--- src/design/hdsts_pkg.sv ---
// Constants shared by the receive data-link event status block.
// Assumes a 32-bit AXI4-Lite register bus and one 25 MHz clock.
package hdsts_pkg;

    // ==========================================================
    // Register indices and byte addresses
    // ==========================================================
    localparam logic [15:0] HDSTS_STATUS_IDX = 16'h0b26;
    localparam logic [15:0] HDSTS_ENABLE_IDX = 16'h0b27;
    localparam logic [15:0] HDSTS_CLEAR_IDX  = 16'h0b2a;
    localparam int          HDSTS_ADDR_W     = 16;
    localparam logic [15:0] HDSTS_STATUS_ADDR = 16'((32'(HDSTS_STATUS_IDX)) << 2);
    localparam logic [15:0] HDSTS_ENABLE_ADDR = 16'((32'(HDSTS_ENABLE_IDX)) << 2);
    localparam logic [15:0] HDSTS_CLEAR_ADDR  = 16'((32'(HDSTS_CLEAR_IDX)) << 2);

    // ==========================================================
    // Field layout and reset values
    // ==========================================================
    localparam int          HDSTS_NFLAGS       = 4;
    localparam int          HDSTS_BIT_FLAG_OCT = 0;
    localparam int          HDSTS_BIT_ABORT    = 1;
    localparam int          HDSTS_BIT_CHECK    = 2;
    localparam int          HDSTS_BIT_MSG_END  = 3;
    localparam logic [3:0]  HDSTS_STATUS_RST   = 4'h0;
    localparam logic [3:0]  HDSTS_ENABLE_RST   = 4'h0;

    // ==========================================================
    // Bit stream patterns
    // ==========================================================
    localparam logic [7:0]  HDSTS_FLAG_OCTET   = 8'h7e;
    localparam logic [2:0]  HDSTS_ABORT_ONES   = 3'h7;

    // ==========================================================
    // Bus answers
    // ==========================================================
    localparam logic [1:0]  HDSTS_RESP_OKAY    = 2'h0;
    localparam logic [1:0]  HDSTS_RESP_SLVERR  = 2'h2;

endpackage

--- src/design/hdsts_bit_watch.sv ---
// Watches the synchronised data-link bit stream for flag octets and aborts.
// Assumes one bit strobe per bit, from logic on the same clock.
module hdsts_bit_watch
    import hdsts_pkg::*;
(
    // Clock and reset
    input  wire logic aclk,
    input  wire logic aresetn,
    // Bit stream
    input  wire logic bit_take,
    input  wire logic bit_value,
    // Detections, one-cycle pulses
    output logic      flag_seen,
    output logic      abort_seen
);

    logic [7:0] window;
    logic [2:0] ones;
    logic [7:0] next_window;
    logic [2:0] next_ones;
    logic       next_flag_seen;
    logic       next_abort_seen;

    always_comb begin
        next_window     = window;
        next_ones       = ones;
        next_flag_seen  = 1'b0;
        next_abort_seen = 1'b0;
        if (bit_take) begin
            next_window = {bit_value, window[7:1]};
            next_flag_seen = (next_window == HDSTS_FLAG_OCTET);
            if (!bit_value) begin
                next_ones = 3'h0;
            end else if (ones != HDSTS_ABORT_ONES) begin
                next_ones = ones + 3'h1;
            end
            // Fires once when the seventh one arrives, not on every further one.
            next_abort_seen = bit_value && (ones == HDSTS_ABORT_ONES - 3'h1);
        end
    end

    always_ff @(posedge aclk) begin
        if (!aresetn) begin
            window     <= 8'h00;
            ones       <= 3'h0;
            flag_seen  <= 1'b0;
            abort_seen <= 1'b0;
        end else begin
            window     <= next_window;
            ones       <= next_ones;
            flag_seen  <= next_flag_seen;
            abort_seen <= next_abort_seen;
        end
    end

endmodule

--- src/design/hdsts_top.sv ---
// Receive data-link event status for the third receive link controller.
// Assumes an AXI4-Lite master on aclk, controller events on aclk and the
// data-link bit stream arriving asynchronously on pins.
module hdsts_top
    import hdsts_pkg::*;
(
    // Clock and reset
    input  wire logic                      aclk,
    input  wire logic                      aresetn,
    // Data-link pins
    input  wire logic                      rx_dl_bit,
    input  wire logic                      rx_dl_strobe,
    // Receive controller events, one-cycle pulses
    input  wire logic                      rx_msg_done,
    input  wire logic                      rx_buf_full,
    input  wire logic                      rx_fcs_fail,
    // AXI4-Lite write address and data
    input  wire logic [hdsts_pkg::HDSTS_ADDR_W-1:0] s_axi_awaddr,
    input  wire logic                      s_axi_awvalid,
    output logic                           s_axi_awready,
    input  wire logic [31:0]               s_axi_wdata,
    input  wire logic [3:0]                s_axi_wstrb,
    input  wire logic                      s_axi_wvalid,
    output logic                           s_axi_wready,
    // AXI4-Lite write response
    output logic [1:0]                     s_axi_bresp,
    output logic                           s_axi_bvalid,
    input  wire logic                      s_axi_bready,
    // AXI4-Lite read
    input  wire logic [hdsts_pkg::HDSTS_ADDR_W-1:0] s_axi_araddr,
    input  wire logic                      s_axi_arvalid,
    output logic                           s_axi_arready,
    output logic [31:0]                    s_axi_rdata,
    output logic [1:0]                     s_axi_rresp,
    output logic                           s_axi_rvalid,
    input  wire logic                      s_axi_rready,
    // Interrupt
    output logic                           irq
);
    import hdsts_pkg::*;

    // ==========================================================
    // Pin synchronisers
    // ==========================================================
    logic [1:0] bit_sync;
    logic [1:0] strobe_sync;
    logic       strobe_last;
    logic       bit_take;
    logic       flag_seen;
    logic       abort_seen;

    always_ff @(posedge aclk) begin
        if (!aresetn) begin
            bit_sync    <= 2'h0;
            strobe_sync <= 2'h0;
            strobe_last <= 1'b0;
        end else begin
            bit_sync    <= {bit_sync[0], rx_dl_bit};
            strobe_sync <= {strobe_sync[0], rx_dl_strobe};
            strobe_last <= strobe_sync[1];
        end
    end

    // The data bit has settled long before the strobe edge, so sampling the
    // synchronised copy on the synchronised rising edge is safe.
    assign bit_take = strobe_sync[1] && !strobe_last;

    hdsts_bit_watch u_watch (
        .aclk       (aclk),
        .aresetn    (aresetn),
        .bit_take   (bit_take),
        .bit_value  (bit_sync[1]),
        .flag_seen  (flag_seen),
        .abort_seen (abort_seen)
    );

    // ==========================================================
    // Register state
    // ==========================================================
    logic [HDSTS_NFLAGS-1:0] status;
    logic [HDSTS_NFLAGS-1:0] enable;
    logic [HDSTS_NFLAGS-1:0] events;
    logic [HDSTS_NFLAGS-1:0] clear_bits;
    logic [HDSTS_NFLAGS-1:0] next_status;
    logic [HDSTS_NFLAGS-1:0] next_enable;
    logic                    next_irq;

    always_comb begin
        events                     = '0;
        events[HDSTS_BIT_MSG_END]  = rx_msg_done || rx_buf_full;
        events[HDSTS_BIT_CHECK]    = rx_fcs_fail;
        events[HDSTS_BIT_ABORT]    = abort_seen;
        events[HDSTS_BIT_FLAG_OCT] = flag_seen;
    end

    // ==========================================================
    // AXI4-Lite write channel
    // ==========================================================
    logic                    aw_held;
    logic                    w_held;
    logic [HDSTS_ADDR_W-1:0] aw_addr;
    logic [31:0]             w_data;
    logic [3:0]              w_strb;
    logic                    next_aw_held;
    logic                    next_w_held;
    logic [HDSTS_ADDR_W-1:0] next_aw_addr;
    logic [31:0]             next_w_data;
    logic [3:0]              next_w_strb;
    logic                    next_awready;
    logic                    next_wready;
    logic                    next_bvalid;
    logic [1:0]              next_bresp;
    logic                    do_write;

    always_comb begin
        next_aw_held = aw_held;
        next_w_held  = w_held;
        next_aw_addr = aw_addr;
        next_w_data  = w_data;
        next_w_strb  = w_strb;
        next_bvalid  = s_axi_bvalid;
        next_bresp   = s_axi_bresp;
        next_enable  = enable;
        clear_bits   = '0;
        do_write     = 1'b0;
        if (s_axi_awvalid && s_axi_awready) begin
            next_aw_held = 1'b1;
            next_aw_addr = s_axi_awaddr;
        end
        if (s_axi_wvalid && s_axi_wready) begin
            next_w_held = 1'b1;
            next_w_data = s_axi_wdata;
            next_w_strb = s_axi_wstrb;
        end
        if (s_axi_bvalid && s_axi_bready) begin
            next_bvalid = 1'b0;
        end
        if (aw_held && w_held && !s_axi_bvalid) begin
            do_write     = 1'b1;
            next_aw_held = 1'b0;
            next_w_held  = 1'b0;
            next_bvalid  = 1'b1;
            next_bresp   = HDSTS_RESP_OKAY;
            case (aw_addr)
                HDSTS_STATUS_ADDR,
                HDSTS_CLEAR_ADDR: begin
                    if (w_strb[0]) begin
                        clear_bits = w_data[HDSTS_NFLAGS-1:0];
                    end
                end
                HDSTS_ENABLE_ADDR: begin
                    if (w_strb[0]) begin
                        next_enable = w_data[HDSTS_NFLAGS-1:0];
                    end
                end
                default: begin
                    next_bresp = HDSTS_RESP_SLVERR;
                end
            endcase
        end
        next_awready = !next_aw_held && !do_write;
        next_wready  = !next_w_held && !do_write;
    end

    // ==========================================================
    // AXI4-Lite read channel
    // ==========================================================
    logic                    next_arready;
    logic                    next_rvalid;
    logic [31:0]             next_rdata;
    logic [1:0]              next_rresp;
    logic [HDSTS_NFLAGS-1:0] read_clear;

    always_comb begin
        next_rvalid = s_axi_rvalid;
        next_rdata  = s_axi_rdata;
        next_rresp  = s_axi_rresp;
        read_clear  = '0;
        if (s_axi_rvalid && s_axi_rready) begin
            next_rvalid = 1'b0;
        end
        if (s_axi_arvalid && s_axi_arready) begin
            next_rvalid = 1'b1;
            next_rdata  = 32'h0;
            next_rresp  = HDSTS_RESP_OKAY;
            case (s_axi_araddr)
                HDSTS_STATUS_ADDR: begin
                    next_rdata[HDSTS_NFLAGS-1:0] = status;
                    read_clear = status;
                end
                HDSTS_ENABLE_ADDR: begin
                    next_rdata[HDSTS_NFLAGS-1:0] = enable;
                end
                HDSTS_CLEAR_ADDR: begin
                    next_rdata = 32'h0;
                end
                default: begin
                    next_rresp = HDSTS_RESP_SLVERR;
                end
            endcase
        end
        next_arready = !next_rvalid;
    end

    // ==========================================================
    // Sticky flags and interrupt
    // ==========================================================
    // A new event in the clearing cycle survives, so no event is lost in the
    // cycle of a clearing read or write; a later write still clears it unread.
    always_comb begin
        next_status = (status & ~(clear_bits | read_clear)) | events;
        next_irq    = |(next_status & next_enable);
    end

    always_ff @(posedge aclk) begin
        if (!aresetn) begin
            status        <= HDSTS_STATUS_RST;
            enable        <= HDSTS_ENABLE_RST;
            irq           <= 1'b0;
            aw_held       <= 1'b0;
            w_held        <= 1'b0;
            aw_addr       <= '0;
            w_data        <= 32'h0;
            w_strb        <= 4'h0;
            s_axi_awready <= 1'b0;
            s_axi_wready  <= 1'b0;
            s_axi_bvalid  <= 1'b0;
            s_axi_bresp   <= HDSTS_RESP_OKAY;
            s_axi_arready <= 1'b0;
            s_axi_rvalid  <= 1'b0;
            s_axi_rdata   <= 32'h0;
            s_axi_rresp   <= HDSTS_RESP_OKAY;
        end else begin
            status        <= next_status;
            enable        <= next_enable;
            irq           <= next_irq;
            aw_held       <= next_aw_held;
            w_held        <= next_w_held;
            aw_addr       <= next_aw_addr;
            w_data        <= next_w_data;
            w_strb        <= next_w_strb;
            s_axi_awready <= next_awready;
            s_axi_wready  <= next_wready;
            s_axi_bvalid  <= next_bvalid;
            s_axi_bresp   <= next_bresp;
            s_axi_arready <= next_arready;
            s_axi_rvalid  <= next_rvalid;
            s_axi_rdata   <= next_rdata;
            s_axi_rresp   <= next_rresp;
        end
    end

endmodule

--- config.mk ---
export PLATFORM = sky130hd
export DESIGN_NAME = hdsts_top
export DESIGN_NICKNAME = d
export VERILOG_FILES = /design/src/design/hdsts_pkg.sv /design/src/design/hdsts_bit_watch.sv /design/src/design/hdsts_top.sv
export SDC_FILE = /design/constraint.sdc
export NUM_CORES = 1
export LEC_CHECK = 0
export BUFFER_PORTS_ARGS = -buffer_cell sky130_fd_sc_hd__buf_2
export CORE_ASPECT_RATIO = 1.1
export CORE_UTILIZATION = 31
export DETAILED_ROUTE_END_ITERATION = 12
export PLACE_DENSITY_LB_ADDON = 0.25
export SYNTH_ARGS = -nofsm -noshare
export SYNTH_HDL_FRONTEND = slang
export SYNTH_SLANG_ARGS = --single-unit
--- constraint.sdc ---
create_clock -name aclk -period 1.8 [get_ports aclk]
set_input_delay 0.09 -clock aclk [delete_from_list [all_inputs] [get_ports aclk]]
set_output_delay 0.09 -clock aclk [all_outputs]
set_load 0.01 [all_outputs]
==> flow_metrics.env <==
export IMPL_setup_slack_ns=0.0220
export IMPL_combPwrFrac=0.099
export IMPL_cp_depth=6
export IMPL_crit_arrival_ns=2.04
export IMPL_place_inst=483
export IMPL_synthCells=315
export IMPL_chipHeight_um=100
export IMPL_switching_share=0.250
export IMPL_p_seq_frac=0.512
export IMPL_cp_max_fo=13
export IMPL_path_class="reg2reg"
export IMPL_die_w_um=91.5
export IMPL_final_cell_mix="63 x nand2_1, 60 x dfxtp_1, 60 x buf_2"
export IMPL_num_rows=35
export IMPL_post_route_util=0.407
export IMPL_vdd_drop_max_v=0.000332
export IMPL_n_antenna_cell=0
export IMPL_io_buffer_count=60
export IMPL_ant_nets=0
export IMPL_setup_violations=0
export IMPL_final_common_cell="nand2_1"
export IMPL_grt_usage=0.132
export IMPL_cts_sinks=60
export IMPL_hp_class="in2reg"
export IMPL_cts_tree="built"
export IMPL_netlist_area_um2=2730
export IMPL_critical_path_top_delay_family="simple AND/OR/NAND/NOR gates"
export IMPL_crit_chain="or4_4 > nor4_4 > buf_12 > and3_2 > o211ai_2 > a41oi_2"
export IMPL_timing_fmax_ghz=0.562
export IMPL_wl_per_cell_um=11.0
export IMPL_path_buf_inv=1
export IMPL_tightest_slew_ns=0.600
export IMPL_ys_seq_area_frac=0.440
export IMPL_avgSynthCellArea_um2=8.67
export IMPL_fin_cells=516
export IMPL_grt_max_degree=41
export IMPL_antenna_found_initial=0
export IMPL_clock_latency_ns=0.33
export IMPL_power_frac_clock=0.389
export IMPL_slowest_stage="or4_4"
export IMPL_syn_to_final_growth_pct=26.0
export IMPL_core_area_um2=8450
export IMPL_drc=0
export IMPL_whs_ns=0.0248
export IMPL_place_gp_congestion=0.726
export IMPL_post_cts_buffers=0
export IMPL_final_layout_size_suffix_gt1_frac=0.252
export IMPL_drt_pass1_iter_count=4
export IMPL_internal_power_mw=2.06
export IMPL_hold_depth=3
export IMPL_htreeDepth=3
export IMPL_pin_count=122
export IMPL_pre_cts_ws_ns=-0.0428
export IMPL_cp_required_ns=2.06
export IMPL_pwr_density_cell_nw_per_um2=796
export IMPL_overflow=0
export IMPL_rsz0062_at_grt="true"
export IMPL_place_area_um2=3080
export IMPL_max_stage_delay_ns=0.54
export IMPL_initial_utilization=0.323
export IMPL_total_power_mw=2.74
export IMPL_avgViaCountPerCell=4.48
export IMPL_totalWireLength_um=5690
export IMPL_finalCriticalPeriod_ns=1.78
export IMPL_crit_path_end_kind="flip-flop"
export IMPL_slew_violations=0
export IMPL_cts_inserted_buffers=9
export IMPL_hold_viol=0
export IMPL_p_switching_mw=0.684
export IMPL_hpwl_um=4070
export IMPL_ys_ff_latch=60
export IMPL_grt_pass1_wl_um=9630
export IMPL_yosys_warnings=0
export IMPL_setup_tns_final_ns=0
export IMPL_die_area_um2=9190
export IMPL_clkTransAtPathRegs_ns=0.07
export IMPL_clock_skew_ns=0.00970
export IMPL_cts_root_buf="clkbuf_8"
export IMPL_stdcell_area_um2=3440
export IMPL_fillers=877
export IMPL_timing_max_cap_violations=0
export IMPL_status="finished, final reports clean"
export IMPL_num_vias=2312
export IMPL_slew_headroom=0.600
export IMPL_drtIter0Drc=59
export IMPL_power_leakage_nw=1.45
export IMPL_fin_nets=484
export IMPL_synth_cell_types=40
export IMPL_r2r_cells=6
export IMPL_period_share=0.988
export IMPL_clk_path_buf_depth=2
export IMPL_crit_path_start_kind="flip-flop"
export IMPL_grt_pass1_vias=2192
==> cells in the mapped netlist <==
cell | number | area share
nor2b_1 | 3 | 0.0069
or2b_1 | 1 | 0.0028
dfxtp_1 | 60 | 0.44
o21a_1 | 4 | 0.011
nand3_1 | 9 | 0.016
nor2_1 | 11 | 0.015
a21boi_1 | 4 | 0.011
nand3b_1 | 4 | 0.011
nor3_1 | 6 | 0.011
nor4_4 | 2 | 0.016
buf_4 | 30 | 0.082
a41oi_2 | 1 | 0.0060
buf_6 | 1 | 0.0041
nand4b_1 | 4 | 0.013
o211ai_2 | 4 | 0.018
a31oi_1 | 1 | 0.0023
or4b_2 | 1 | 0.0037
inv_1 | 2 | 0.0028
conb_1 | 1 | 0.0014
nand2b_1 | 7 | 0.016
and3_2 | 2 | 0.0055
nor3_4 | 1 | 0.0060
and3_4 | 1 | 0.0041
mux2_2 | 4 | 0.016
and4_1 | 1 | 0.0032
a211oi_1 | 1 | 0.0028
o21ai_0 | 3 | 0.0055
nand4_1 | 2 | 0.0046
and3_1 | 10 | 0.023
nand4bb_2 | 1 | 0.0060
ha_1 | 3 | 0.014
and3b_1 | 1 | 0.0032
a21oi_1 | 44 | 0.081
nand4bb_1 | 2 | 0.0082
nor4_1 | 1 | 0.0023
or4b_1 | 1 | 0.0037
or4_4 | 1 | 0.0041
nand2_1 | 63 | 0.087
and2_1 | 7 | 0.016
clkbuf_1 | 10 | 0.014
==> worst register-to-register path: cells and delay by family (launching register included) <==
family,cells,cell delay (ns)
buffers and inverters,1,0.18
flip-flops,1,0.31
AO/OA/AOI/OAI,2,0.28
AND/OR/NAND/NOR,3,0.94
==> sequential cells by signal, indices dropped and copies added (netlist names), 2 cells and up <==
| name | cells |
|---|---|
| enable | 4 |
| u_watch.window | 7 |
| aw_addr | 16 |
| status | 4 |
| w_data | 4 |
| strobe_sync | 2 |
| bit_sync | 2 |
| s_axi_rdata | 4 |
| u_watch.ones | 3 |
==> power by group through the flow <==
stage,clock network [mW],logic [mW],registers (mW)
after global routing,1.17,0.309,1.41
after floorplan,0,0.193,1.43
final,1.07,0.272,1.40
after global placement,0,0.242,1.43
after detailed placement,0,0.245,1.43
after CTS,1.11,0.275,1.40
==> repair_timing <==
| item | CTS | global route |
|---|---|---|
| gates resized for setup | 0 | 0 |
| hold buffers | 18 | 0 |
| pin swaps | 1 | 0 |
| gates cloned | 0 | 0 |
| endpoints found under the hold margin | 18 | 0 |
| endpoints found under the setup margin | 4 | 4 |
==> cells by family (layout without fill, tap and decap cells) <==
| family | count (synthesis) | in the layout | synth area share |
|---|---|---|---|
| mux | 4 | 4 | 0.0165 |
| compound gates | 62 | 62 | 0.137 |
| simple gates | 142 | 142 | 0.288 |
| fa+ha+maj | 3 | 3 | 0.0138 |
| buf+inv | 43 | 104 | 0.103 |
| flops | 60 | 60 | 0.440 |
| other cells | 1 | 30 | 0.00137 |
==> routing by layer <==
layer / vias up / wire length [um] / global-route usage
met1: 1044 / 2680 / 0.160
met4: 0 / 70 / 0.0549
met2: 61 / 2690 / 0.219
met3: 6 / 239 / 0.0371
met5: - / 0 / 0
li1: 1201 / - / -
==> path summary, 6_finish.rpt <==
kind | endpoint | start | slack, ns
worst min register to register | bit_sync[1] | bit_sync[0] | 0.44
worst max-delay path | irq | aw_addr[14] | 0.02
worst min-delay path | s_axi_bvalid | s_axi_bready | 0.02
worst max register to register | irq | aw_addr[14] | 0.02
==> cell type report <==
cell class,instances,area (um^2),share of cell area
Clock buffer,11,151,0.0440
Clock inverter,4,25.0,0.00727
Inverter,2,7.51,0.00218
Multi-Input combinational cell,241,1360,0.394
Sequential cell,60,1200,0.349
Tap cell,111,139,0.0404
Timing Repair Buffer,87,561,0.163
(Power assumes the default switching activity.)
